### config.mk
export PLATFORM = sky130hd
export DESIGN_NAME = ssv_special_view
export DESIGN_NICKNAME = d
export VERILOG_FILES = /design/src/ssv_pkg.sv /design/src/ssv_special_view.sv /design/src/ssv_text_mem.sv
export SDC_FILE = /design/constraint.sdc
export NUM_CORES = 1
export LEC_CHECK = 0
export BUFFER_PORTS_ARGS = -buffer_cell sky130_fd_sc_hd__clkbuf_2
export CAP_MARGIN = 20
export CORE_ASPECT_RATIO = 0.6
export CORE_MARGIN = 5
export CORE_UTILIZATION = 45
export CTS_CLUSTER_DIAMETER = 60
export CTS_CLUSTER_SIZE = 10
export DETAILED_ROUTE_END_ITERATION = 12
export PLACE_DENSITY = 0.69
export SLEW_MARGIN = 20
export SYNTH_ARGS = -nofsm -noshare
export SYNTH_HDL_FRONTEND = slang
export SYNTH_SLANG_ARGS = --single-unit
### constraint.sdc
create_clock -name clk -period 6.8 [get_ports clk]
set_clock_uncertainty 0.2 [all_clocks]
set_input_delay 0.68 -clock clk [delete_from_list [all_inputs] [get_ports clk]]
set_output_delay 0.68 -clock clk [all_outputs]
set_load 0.03 [all_outputs]
### src/ssv_pkg.sv
// shared constants for the sensor special register view
package ssv_pkg;
    // ****************************************
    // register numbers
    // ****************************************
    localparam logic [15:0] ADDR_RANGE = 16'h9c41;
    localparam logic [15:0] ADDR_READING = 16'h9c42;
    localparam logic [15:0] ADDR_FAULT = 16'h9c43;
    localparam logic [15:0] ADDR_SENSOR_TYPE = 16'h9c46;
    localparam logic [15:0] ADDR_SPECIAL_ONE = 16'h9c4b;
    localparam logic [15:0] ADDR_SPECIAL_TWO = 16'h9c4c;
    localparam logic [15:0] ADDR_SPECIAL_THREE = 16'h9c4d;
    localparam logic [15:0] ADDR_SPECIAL_FOUR = 16'h9c4e;
    localparam logic [15:0] ADDR_TEXT_FIRST = 16'h9c50;
    localparam logic [15:0] ADDR_TEXT_LAST = 16'h9c55;
    // ****************************************
    // text layout
    // ****************************************
    localparam logic [7:0] CHAR_SPACE = 8'h20;
    localparam logic [7:0] CHAR_NULL = 8'h00;
    localparam logic [7:0] CHAR_P = 8'h50;
    localparam logic [7:0] CHAR_M = 8'h4d;
    localparam logic [7:0] CHAR_B = 8'h42;
    localparam logic [7:0] CHAR_PCT = 8'h25;
    localparam logic [1:0] UNITS_PPM = 2'h0;
    localparam logic [1:0] UNITS_PPB = 2'h1;
    localparam logic [2:0] TEXT_GAS_FIRST = 3'h2;
    localparam logic [2:0] TEXT_GAS_LAST = 3'h4;
    // ****************************************
    // sensor type codes
    // ****************************************
    localparam logic [15:0] ELECTROCHEMICAL_CELL_TYPE = 16'h0001;
    localparam logic [15:0] CATALYTIC_CELL_TYPE = 16'h0002;
    localparam logic [15:0] INFRARED_CELL_TYPE = 16'h0003;
    localparam logic [15:0] HEATED_FILM_CELL_TYPE = 16'h0004;
    localparam logic [15:0] PHOTOIONISATION_CELL_TYPE = 16'h0005;
    // ****************************************
    // value limits and scaling
    // ****************************************
    localparam logic [15:0] CAT_FACTOR_MIN = 16'h004f;
    localparam logic [15:0] INFRA_FACTOR_MIN = 16'h0014;
    localparam logic [15:0] FACTOR_MAX = 16'h0235;
    localparam logic [15:0] LOW_RANGE_MAX = 16'h0002;
    localparam logic [15:0] RANGE_A = 16'h0014;
    localparam logic [15:0] RANGE_B = 16'h0032;
    localparam logic [15:0] RANGE_C = 16'h0064;
    localparam logic [15:0] RANGE_D = 16'h00c8;
    localparam logic [6:0] SCALE_X1 = 7'h01;
    localparam logic [6:0] SCALE_X10 = 7'h0a;
    localparam logic [6:0] SCALE_X100 = 7'h64;
    localparam logic [15:0] BIAS_MASK = 16'h0fff;
    // ****************************************
    // reset values
    // ****************************************
    localparam logic [15:0] RESET_RANGE = 16'h0014;
    localparam logic [15:0] RESET_SENSOR_TYPE = 16'h0004;
    localparam logic [15:0] RESET_LOW_RANGE = 16'h0000;
    localparam logic [15:0] RESET_FACTOR = 16'h0064;
    localparam logic [15:0] RESET_HEATER_POWER = 16'h0000;
    // ****************************************
    // timing
    // ****************************************
    localparam longint CLK_PERIOD_NS = 10;
    localparam longint DAY_SECONDS = 86400;
    localparam longint DAY_CYCLES = DAY_SECONDS * 1000000000 / CLK_PERIOD_NS;
    localparam logic [7:0] OVERDUE_DAYS = 8'hb4;
endpackage

### src/ssv_special_view.sv
// register view: notation string, special registers, reading, range, faults
//
// Functional notes
// RULE_01: the units code (PPM, PPB or two spaces and a percent) is followed by a space.
// RULE_02: the gas name after that space may be any ASCII characters.
// RULE_03: the notation string ends with a null character.
// RULE_04: text words carry the earlier character low and the next one high.
// RULE_05: the reading's unit is whatever the units field of the string names.
// RULE_06: the reading is the gas value times 1, 10 or 100 for low-range code 0, 1 or 2.
// RULE_07: the range register only ever holds 20, 50, 100 or 200.
// RULE_08: fault status bits follow their conditions and clear without any write.
// RULE_09: calibration-overdue rises after 180 days with no completed span calibration.
// RULE_10: the master programs a span level no larger than the detectable range.
// RULE_11: for electrochemical cells the third special register gives the 0-15 gain code.
// RULE_12: catalytic gas and calibration factors are read/write and limited to 79-565.
// RULE_13: the infrared gas factor is read/write and limited to 20-565.
// RULE_14: the four special registers change meaning with the sensor-type code 1 to 5.
// RULE_15: heated-film mode shows heater power (r/w), voltage, resistance and current.
// RULE_16: electrochemical register two has polarity on top and bias low; four gives raw counts.
`timescale 1ns/1ns
`default_nettype none
module ssv_special_view
    import ssv_pkg::*;
#(
    parameter longint CYCLES_PER_DAY = DAY_CYCLES
) (
    input wire logic clk, // system clock
    input wire logic reset, // synchronous reset
    input wire logic [15:0] reg_addr, // register number
    input wire logic reg_rd, // read strobe
    input wire logic reg_wr, // write strobe
    input wire logic [15:0] reg_wdata, // write data
    output logic [15:0] reg_rdata, // read data
    output logic reg_ack, // answer strobe
    output logic reg_err, // refused access
    input wire logic [1:0] units_sel, // ppm, ppb or percent
    input wire logic gas_name_we, // gas name load strobe
    input wire logic [1:0] gas_name_addr, // gas name word
    input wire logic [15:0] gas_name_data, // two gas name characters
    input wire logic [15:0] gas_value, // measured gas value
    input wire logic [3:0] fault_cond, // live fault conditions
    input wire logic span_cal_done, // span calibration succeeded
    input wire logic cell_polarity_pos, // cell polarity positive
    input wire logic [11:0] cell_bias_mv, // cell bias
    input wire logic [3:0] amp_gain, // amplifier gain code
    input wire logic [15:0] raw_counts, // raw converter counts
    input wire logic [15:0] bridge_ma, // bridge current
    input wire logic [15:0] bridge_mv, // bridge voltage
    input wire logic [15:0] active_counts, // infrared active counts
    input wire logic [15:0] ref_counts, // infrared reference counts
    input wire logic [15:0] range_div, // infrared range divisor
    input wire logic [15:0] heater_mv, // heater voltage
    input wire logic [15:0] sensor_res, // sensor resistance, x100 ohm
    input wire logic [15:0] heater_ma, // heater current
    output logic [15:0] heater_power, // heater power setting
    output logic [15:0] sensor_type, // sensor type code
    output logic cal_overdue // calibration overdue fault
);
    // ****************************************
    // state
    // ****************************************
    logic [15:0] range_reg, range_next;
    logic [15:0] type_reg, type_next;
    logic [15:0] low_range_reg, low_range_next;
    logic [15:0] cat_gas_reg, cat_gas_next;
    logic [15:0] cat_cal_reg, cat_cal_next;
    logic [15:0] infra_gas_reg, infra_gas_next;
    logic [15:0] heater_power_next;
    logic [15:0] reading_reg, reading_next;
    logic [4:0] fault_reg, fault_next;
    logic [43:0] cyc_reg, cyc_next;
    logic [7:0] days_reg, days_next;
    logic cal_overdue_next;
    logic rd_q_reg, rd_q_next;
    logic ack_q_reg, ack_q_next;
    logic err_q_reg, err_q_next;
    logic [15:0] addr_q_reg, addr_q_next;
    logic [15:0] rdata_next;
    logic ack_next, err_next;
    logic [15:0] mem_rdata;
    logic [1:0] mem_raddr;
    logic [2:0] text_idx;
    logic [22:0] product;
    logic [6:0] scale;
    logic ec_like, wr_ok;
    logic [15:0] sp1, sp2, sp3, sp4;
    logic [7:0] unit1, unit2, unit3;

    ssv_text_mem u_text (
        .clk(clk),
        .reset(reset),
        .we(gas_name_we),
        .waddr(gas_name_addr),
        .wdata(gas_name_data),
        .raddr(mem_raddr),
        .rdata(mem_rdata)
    );

    // ****************************************
    // next values
    // ****************************************
    always_comb begin
        ec_like = (type_reg == ELECTROCHEMICAL_CELL_TYPE)
            || (type_reg == PHOTOIONISATION_CELL_TYPE);
        mem_raddr = 2'((reg_addr - ADDR_TEXT_FIRST) - 16'(TEXT_GAS_FIRST));
        text_idx = 3'(addr_q_reg - ADDR_TEXT_FIRST);
        // units code, then the space terminator
        case (units_sel) // RULE_01
            UNITS_PPM: begin
                unit1 = CHAR_P;
                unit2 = CHAR_P;
                unit3 = CHAR_M;
            end
            UNITS_PPB: begin
                unit1 = CHAR_P;
                unit2 = CHAR_P;
                unit3 = CHAR_B;
            end
            default: begin
                unit1 = CHAR_SPACE;
                unit2 = CHAR_SPACE;
                unit3 = CHAR_PCT;
            end
        endcase
        // special register meaning per cell type
        case (type_reg) // RULE_14
            ELECTROCHEMICAL_CELL_TYPE, PHOTOIONISATION_CELL_TYPE: begin
                sp1 = low_range_reg;
                sp2 = {cell_polarity_pos, 3'h0, cell_bias_mv}; // RULE_16
                sp3 = {12'h000, amp_gain}; // RULE_11
                sp4 = raw_counts; // RULE_16
            end
            CATALYTIC_CELL_TYPE: begin
                sp1 = cat_gas_reg; // RULE_12
                sp2 = cat_cal_reg; // RULE_12
                sp3 = bridge_ma;
                sp4 = bridge_mv;
            end
            INFRARED_CELL_TYPE: begin
                sp1 = infra_gas_reg; // RULE_13
                sp2 = active_counts;
                sp3 = ref_counts;
                sp4 = range_div;
            end
            HEATED_FILM_CELL_TYPE: begin
                sp1 = heater_power; // RULE_15
                sp2 = heater_mv; // RULE_15
                sp3 = sensor_res; // RULE_15
                sp4 = heater_ma; // RULE_15
            end
            default: begin
                sp1 = 16'h0000;
                sp2 = 16'h0000;
                sp3 = 16'h0000;
                sp4 = 16'h0000;
            end
        endcase
        // register writes, refused when out of limits
        range_next = range_reg;
        type_next = type_reg;
        low_range_next = low_range_reg;
        cat_gas_next = cat_gas_reg;
        cat_cal_next = cat_cal_reg;
        infra_gas_next = infra_gas_reg;
        heater_power_next = heater_power;
        wr_ok = 1'b0;
        if (reg_wr) begin
            case (reg_addr)
                ADDR_RANGE: begin
                    wr_ok = (reg_wdata == RANGE_A) || (reg_wdata == RANGE_B)
                        || (reg_wdata == RANGE_C) || (reg_wdata == RANGE_D); // RULE_07
                    if (wr_ok) begin
                        range_next = reg_wdata;
                    end
                end
                ADDR_SENSOR_TYPE: begin
                    wr_ok = (reg_wdata >= ELECTROCHEMICAL_CELL_TYPE)
                        && (reg_wdata <= PHOTOIONISATION_CELL_TYPE);
                    if (wr_ok) begin
                        type_next = reg_wdata;
                    end
                end
                ADDR_SPECIAL_ONE: begin
                    if (ec_like) begin
                        wr_ok = reg_wdata <= LOW_RANGE_MAX;
                        if (wr_ok) begin
                            low_range_next = reg_wdata;
                        end
                    end else if (type_reg == CATALYTIC_CELL_TYPE) begin
                        wr_ok = (reg_wdata >= CAT_FACTOR_MIN) && (reg_wdata <= FACTOR_MAX);
                        if (wr_ok) begin
                            cat_gas_next = reg_wdata; // RULE_12
                        end
                    end else if (type_reg == INFRARED_CELL_TYPE) begin
                        wr_ok = (reg_wdata >= INFRA_FACTOR_MIN) && (reg_wdata <= FACTOR_MAX);
                        if (wr_ok) begin
                            infra_gas_next = reg_wdata; // RULE_13
                        end
                    end else begin
                        wr_ok = 1'b1;
                        heater_power_next = reg_wdata; // RULE_15
                    end
                end
                ADDR_SPECIAL_TWO: begin
                    wr_ok = (type_reg == CATALYTIC_CELL_TYPE)
                        && (reg_wdata >= CAT_FACTOR_MIN) && (reg_wdata <= FACTOR_MAX);
                    if (wr_ok) begin
                        cat_cal_next = reg_wdata; // RULE_12
                    end
                end
                default: wr_ok = 1'b0;
            endcase
        end
        // reading scaled by the low-range code, unit from the string
        case (low_range_reg[1:0]) // RULE_06 RULE_05
            2'h1: scale = SCALE_X10;
            2'h2: scale = SCALE_X100;
            default: scale = SCALE_X1;
        endcase
        product = 23'(gas_value) * 23'(scale);
        reading_next = (product[22:16] != 7'h00) ? 16'hffff : product[15:0];
        // status follows live conditions
        cyc_next = cyc_reg;
        days_next = days_reg;
        if (span_cal_done) begin
            cyc_next = 44'h0; // RULE_09
            days_next = 8'h00;
        end else if (days_reg < OVERDUE_DAYS) begin
            if (cyc_reg >= 44'(CYCLES_PER_DAY - 1)) begin
                cyc_next = 44'h0;
                days_next = days_reg + 8'h01;
            end else begin
                cyc_next = cyc_reg + 44'h1;
            end
        end
        cal_overdue_next = days_next >= OVERDUE_DAYS; // RULE_09
        fault_next = {cal_overdue_next, fault_cond}; // RULE_08
        // request pipeline, answer two edges after the strobe
        rd_q_next = reg_rd;
        ack_q_next = reg_rd || reg_wr;
        err_q_next = reg_wr && !wr_ok;
        addr_q_next = reg_addr;
        ack_next = ack_q_reg;
        err_next = err_q_reg;
        rdata_next = 16'h0000;
        if (rd_q_reg) begin
            case (addr_q_reg)
                ADDR_RANGE: rdata_next = range_reg;
                ADDR_READING: rdata_next = reading_reg;
                ADDR_FAULT: rdata_next = {11'h000, fault_reg};
                ADDR_SENSOR_TYPE: rdata_next = type_reg;
                ADDR_SPECIAL_ONE: rdata_next = sp1;
                ADDR_SPECIAL_TWO: rdata_next = sp2;
                ADDR_SPECIAL_THREE: rdata_next = sp3;
                ADDR_SPECIAL_FOUR: rdata_next = sp4;
                default: begin
                    if (addr_q_reg >= ADDR_TEXT_FIRST && addr_q_reg <= ADDR_TEXT_LAST) begin
                        case (text_idx) // RULE_04
                            3'h0: rdata_next = {unit2, unit1};
                            3'h1: rdata_next = {CHAR_SPACE, unit3}; // RULE_01
                            3'h2, 3'h3, 3'h4: rdata_next = mem_rdata; // RULE_02
                            default: rdata_next = {CHAR_NULL, CHAR_NULL}; // RULE_03
                        endcase
                    end else begin
                        err_next = 1'b1;
                    end
                end
            endcase
        end
    end

    // ****************************************
    // registers
    // ****************************************
    always_ff @(posedge clk) begin
        if (reset) begin
            range_reg <= RESET_RANGE;
            type_reg <= RESET_SENSOR_TYPE;
            low_range_reg <= RESET_LOW_RANGE;
            cat_gas_reg <= RESET_FACTOR;
            cat_cal_reg <= RESET_FACTOR;
            infra_gas_reg <= RESET_FACTOR;
            heater_power <= RESET_HEATER_POWER;
            reading_reg <= 16'h0000;
            fault_reg <= 5'h00;
            cyc_reg <= 44'h0;
            days_reg <= 8'h00;
            cal_overdue <= 1'b0;
            rd_q_reg <= 1'b0;
            ack_q_reg <= 1'b0;
            err_q_reg <= 1'b0;
            addr_q_reg <= 16'h0000;
            reg_rdata <= 16'h0000;
            reg_ack <= 1'b0;
            reg_err <= 1'b0;
            sensor_type <= RESET_SENSOR_TYPE;
        end else begin
            range_reg <= range_next;
            type_reg <= type_next;
            low_range_reg <= low_range_next;
            cat_gas_reg <= cat_gas_next;
            cat_cal_reg <= cat_cal_next;
            infra_gas_reg <= infra_gas_next;
            heater_power <= heater_power_next;
            reading_reg <= reading_next;
            fault_reg <= fault_next;
            cyc_reg <= cyc_next;
            days_reg <= days_next;
            cal_overdue <= cal_overdue_next;
            rd_q_reg <= rd_q_next;
            ack_q_reg <= ack_q_next;
            err_q_reg <= err_q_next;
            addr_q_reg <= addr_q_next;
            reg_rdata <= rdata_next;
            reg_ack <= ack_next;
            reg_err <= err_next;
            sensor_type <= type_next;
        end
    end

    // ****************************************
    // checks
    // ****************************************
    range_legal_a: assert property (@(posedge clk) disable iff (reset) // RULE_07
        range_reg == RANGE_A || range_reg == RANGE_B || range_reg == RANGE_C
            || range_reg == RANGE_D)
        else $error("range register holds an illegal value");
    reading_x10_a: assert property (@(posedge clk) disable iff (reset) // RULE_06
        (low_range_reg == 16'h0001 && gas_value < 16'h0fff)
            |=> reading_reg == 16'($past(gas_value) * 16'h000a))
        else $error("reading not scaled by ten");
    reading_x100_a: assert property (@(posedge clk) disable iff (reset) // RULE_06
        (low_range_reg == 16'h0002 && gas_value < 16'h00ff)
            |=> reading_reg == 16'($past(gas_value) * 16'h0064))
        else $error("reading not scaled by one hundred");
    fault_follow_a: assert property (@(posedge clk) disable iff (reset) // RULE_08
        ##1 fault_reg[3:0] == $past(fault_cond))
        else $error("fault bits do not follow conditions");
    overdue_clear_a: assert property (@(posedge clk) disable iff (reset) // RULE_09
        span_cal_done |=> !cal_overdue && days_reg == 8'h00)
        else $error("calibration did not restart the overdue timer");
    overdue_days_a: assert property (@(posedge clk) disable iff (reset) // RULE_09
        cal_overdue == (days_reg >= OVERDUE_DAYS))
        else $error("overdue flag disagrees with day count");
    text_term_a: assert property (@(posedge clk) disable iff (reset) // RULE_01
        (reg_rd && reg_addr == 16'h9c51) |-> ##2 reg_ack && reg_rdata[15:8] == CHAR_SPACE)
        else $error("units field not ended by a space");
    text_null_a: assert property (@(posedge clk) disable iff (reset) // RULE_03
        (reg_rd && reg_addr == ADDR_TEXT_LAST) |-> ##2 reg_ack && reg_rdata == 16'h0000)
        else $error("notation string not null ended");
    cat_limits_a: assert property (@(posedge clk) disable iff (reset) // RULE_12
        cat_gas_reg >= CAT_FACTOR_MIN && cat_gas_reg <= FACTOR_MAX
            && cat_cal_reg >= CAT_FACTOR_MIN && cat_cal_reg <= FACTOR_MAX)
        else $error("catalytic factor out of limits");
    infra_limits_a: assert property (@(posedge clk) disable iff (reset) // RULE_13
        infra_gas_reg >= INFRA_FACTOR_MIN && infra_gas_reg <= FACTOR_MAX)
        else $error("infrared factor out of limits");
    gain_view_a: assert property (@(posedge clk) disable iff (reset) // RULE_11
        (reg_rd && reg_addr == ADDR_SPECIAL_THREE && type_reg == ELECTROCHEMICAL_CELL_TYPE
            && !reg_wr) ##1 $stable(amp_gain) |=> reg_rdata == {12'h000, $past(amp_gain)})
        else $error("gain code not shown in third special register");
endmodule
`default_nettype wire

### src/ssv_text_mem.sv
// small memory holding the gas name words of the notation string
`timescale 1ns/1ns
`default_nettype none
module ssv_text_mem (
    input wire logic clk, // system clock
    input wire logic reset, // synchronous reset
    input wire logic we, // write strobe
    input wire logic [1:0] waddr, // write word
    input wire logic [15:0] wdata, // two characters, earlier one low
    input wire logic [1:0] raddr, // read word
    output logic [15:0] rdata // registered read data
);
    logic [15:0] mem_reg [3];
    logic [15:0] mem_next [3];
    logic [15:0] rdata_next;

    always_comb begin
        for (int i = 0; i < 3; i++) begin
            mem_next[i] = mem_reg[i];
        end
        if (we && waddr < 2'h3) begin
            mem_next[waddr] = wdata;
        end
        rdata_next = (raddr < 2'h3) ? mem_reg[raddr] : 16'h0000;
    end

    always_ff @(posedge clk) begin
        if (reset) begin
            for (int i = 0; i < 3; i++) begin
                mem_reg[i] <= 16'h2020;
            end
            rdata <= 16'h0000;
        end else begin
            mem_reg <= mem_next;
            rdata <= rdata_next;
        end
    end
endmodule
`default_nettype wire

==> results.yml <==
status:
  outcome: "finished, final reports clean"
worst_setup_path:
  crit_path_end_kind: "register"
  required_ns: 6.94
  regToRegSetupSlack_ns: 0.60
  worst_path_most_repeated_cell: "inv_1"
  timing.rr.start: "low_range_reg[1]$_SDFFE_PP0P_"
  path_cells: "inv_1 -> ha_1 -> and2_1 -> ha_1 -> xor2_1 -> fa_1 -> inv_1 -> fa_1 -> inv_1 -> fa_1 -> inv_1 -> ha_1 -> and3_1 -> a221o_2 -> a2111o_1 -> a41o_1 -> a21oi_1 -> mux2_2 -> a211oi_4 -> buf_4 -> a21oi_1"
  worstSetupStartpoint: "low_range_reg[1]$_SDFFE_PP0P_"
  cp.arrival_ns: 6.34
  critical_path_class: "reg -> reg"
  crit_path_max_fanout: 16
  worst-path-buf-inv: 5
  slowest_delay_ns: 0.53
  critPathLaunchType: "register"
  crit_path_end: "reading_reg[2]$_SDFF_PP0_"
  crit_slowest_cell: "fa_1"
  rr_endpoint: "reading_reg[2]$_SDFF_PP0_"
  reg2regPathDepth: 21
  worst-path-stages: 21
  path_delay_family: "adder cells"
sta:
  rsz0062_at_grt: "false"
  layout_min_cycle_time_ns: 6.197
  finalCritPeriodShare: 0.9114
  worstMarginPinSlew_ns: 0.9722
  tns_ns: 0
  hold_viol: 0
  clock.fmax_ghz: 0.1614
  setup_violations: 0
  slew_headroom: 0.3503
  slew_violations: 0
logic_synthesis:
  synth.most_common_cell: "dfxtp_1"
  synthDistinctLibCells: 72
  synthFlopType: "dfxtp_1"
  synth_compound_area_frac: 0.1802
  synth_edf_count: 0
  synth_xor_area_frac: 0.04041
  syn_area_sq_um: 15820
  synth_top_family_by_area: "simple AND/OR/NAND/NOR gates"
  synth.area.mux_share: 0.04246
  syn-num-nets: 2207
  synth_top_area_cell: "dfxtp_1"
  synth.area.top_cells: "dfxtp_1, fa_1, a21oi_1"
  ys_warn_count: 0
  synthAdderAreaFrac: 0.1074
  yosys.area_share.simple: 0.2160
  ys_ff_latch: 286
  synthesis.instances: 1861
  synthTopCellsByCount: "dfxtp_1, nand2_1, a21oi_1, nor2_1, inv_1"
  seq_area_frac_synth: 0.3619
  async_reset_ff_frac: 0
  synth_top_area_frac: 0.3619
  synth.avg_cell_area_sq_um: 8.502
placed_design:
  io_buffers: 289
  dp_hpwl_microns: 39580
  place_congestion: 0.9882
cells_and_area:
  fillCellCount: 3266
  layout-area-overhead-vs-synth_pct: 17.05
  multi_input_area_sq_um: 9304
  fin_nets: 2439
  final_layout_size_suffix_gt1_frac: 0.1777
  largest_reg_flops: 48
  seqCellArea_sq_um: 5725
floorplan:
  chipHeight_microns: 155.2
  die_w_microns: 252.1
  dieArea_sq_um: 39130
  io-pin-count: 290
  fp-row-count: 53
  core_sq_um: 34880
  start_util: 0.4536
global_routing:
  grt_pass1_wl_microns: 78650
  track_usage: 0.2519
  grt_overflow: 0
  antenna_found_initial: 5
  grt_pass1_vias: 13933
  grt_max_degree: 81
drt:
  wl_per_cell_microns: 20.23
  drc_errors: 0
  vias: 14502
  drt_first_pass_iters: 5
  first_iter_violations: 1334
  via_per_inst: 5.658
  drt-total-wl_microns: 51840
  drtAntennaViolNets: 0
clock_tree:
  cts_buffer_depth: 3
  cts_setup_buffers: 0
  cts-resized-gates: 0
  clock_tree.root_cell: "clkbuf_16"
  htreeDepth: 2
  clkTransAtPathRegs_ns: 0.06
  numCtsBuffers: 34
  cts_num_sinks: 286
  cts_tree: "done"
  insertion_delay_ns: 0.51
  cts_hold_buf: 0
job:
  max_cap_violations: 0
power_and_ir_drop:
  leakage_nw: 8.060
  power.total_mw: 3.558
  ir_drop_mv: 0.1742
  power.density_nw_per_um2: 192.1
worst_hold_path:
  hp-class: "in -> reg"
  min-delay-start: "fault_cond[0]"
-- area by class of cell --
cell class                      count  area share
Clock inverter                      2    0.002094
Inverter                           98     0.01986
Tap cell                          467     0.03155
Timing Repair Buffer              310     0.08742
Sequential cell                   286      0.3091
Clock buffer                       35     0.04729
Multi-Input combinational cell   1363      0.5024
Antenna cell                        2   0.0002702
-- metal layers --
metal | vias up | share of wire | track usage
met5 | - | 0.00066 | 0
met4 | 6 | 0.026 | 0.06327
met3 | 85 | 0.094 | 0.06383
met2 | 603 | 0.42 | 0.3685
met1 | 6906 | 0.46 | 0.3723
li1 | 6902 | - | -
-- cells by family (layout without fill, tap and decap cells) --
| family | count (synthesis) | count (layout) |
|---|---|---|
| muxes | 67 | 67 |
| xor gates and xnor gates | 73 | 73 |
| AOI/OAI and AO/OA | 431 | 431 |
| adders and majority gates | 107 | 107 |
| buffers and inverters | 212 | 445 |
| DFF | 286 | 286 |
| and+or+nand+nor | 685 | 685 |
| other | 0 | 2 |
-- layout by cell type (no fill, tap or decap), types with 36 or more instances in the layout --
master | Yosys | routed
mux2i_1 | 66 | 66
clkbuf_2 | 0 | 288
nor2b_1 | 36 | 36
nand2_1 | 212 | 212
ha_1 | 59 | 59
fa_1 | 48 | 48
dfxtp_1 | 286 | 286
nor2_1 | 182 | 181
and2_1 | 84 | 84
xor2_1 | 46 | 46
inv_1 | 98 | 98
a22oi_1 | 73 | 73
a21oi_1 | 188 | 188
-- power breakdown --
part	internal (mW)	switching [mW]
Clock	0.944	0.647
Sequential	1.70	0.0168
Combinational	0.102	0.145
Total	2.75	0.809
-- through the flow --
stage | utilization | worst slack, ns | hold slack [ns] | std cells | instance area [sq um]
after floorplan | - | 0.5843 | 0.2130 | 1861 | 15820
after global placement | 0.5044 | 0.5167 | 0.2417 | 2523 | 17590
after detailed placement | 0.5044 | 0.3954 | 0.2446 | 2523 | 17590
after CTS | 0.5306 | 0.5814 | 0.1899 | 2560 | 18510
after global routing | 0.5310 | 0.2439 | 0.1945 | 2563 | 18520
final | 0.5310 | 0.6026 | 0.2039 | 2563 | 18520
-- worst reg2reg max path, cell delays in order (launching register included) --
cell	delay (ns)
dfxtp_1	0.38
inv_1	0.06
ha_1	0.20
and2_1	0.20
ha_1	0.31
xor2_1	0.18
fa_1	0.48
inv_1	0.05
fa_1	0.53
inv_1	0.06
fa_1	0.52
inv_1	0.04
ha_1	0.38
and3_1	0.20
a221o_2	0.40
a2111o_1	0.50
a41o_1	0.30
a21oi_1	0.16
mux2_2	0.37
a211oi_4	0.19
buf_4	0.23
a21oi_1	0.10
-- worst min path at each step --
stage | cells after the start | end | slack, ns
after floorplan | 2 | reg_err$_SDFF_PP0_ | 0.21
after global placement | 1 | low_range_reg[13]$_SDFFE_PP0P_ | 0.24
after detailed placement | 1 | range_reg[15]$_SDFFE_PP0P_ | 0.24
after CTS | 2 | fault_reg[0]$_SDFF_PP0_ | 0.19
after global routing | 2 | fault_reg[0]$_SDFF_PP0_ | 0.19
final | 2 | fault_reg[0]$_SDFF_PP0_ | 0.20
Note: power is estimated with default switching activity, not from simulation.
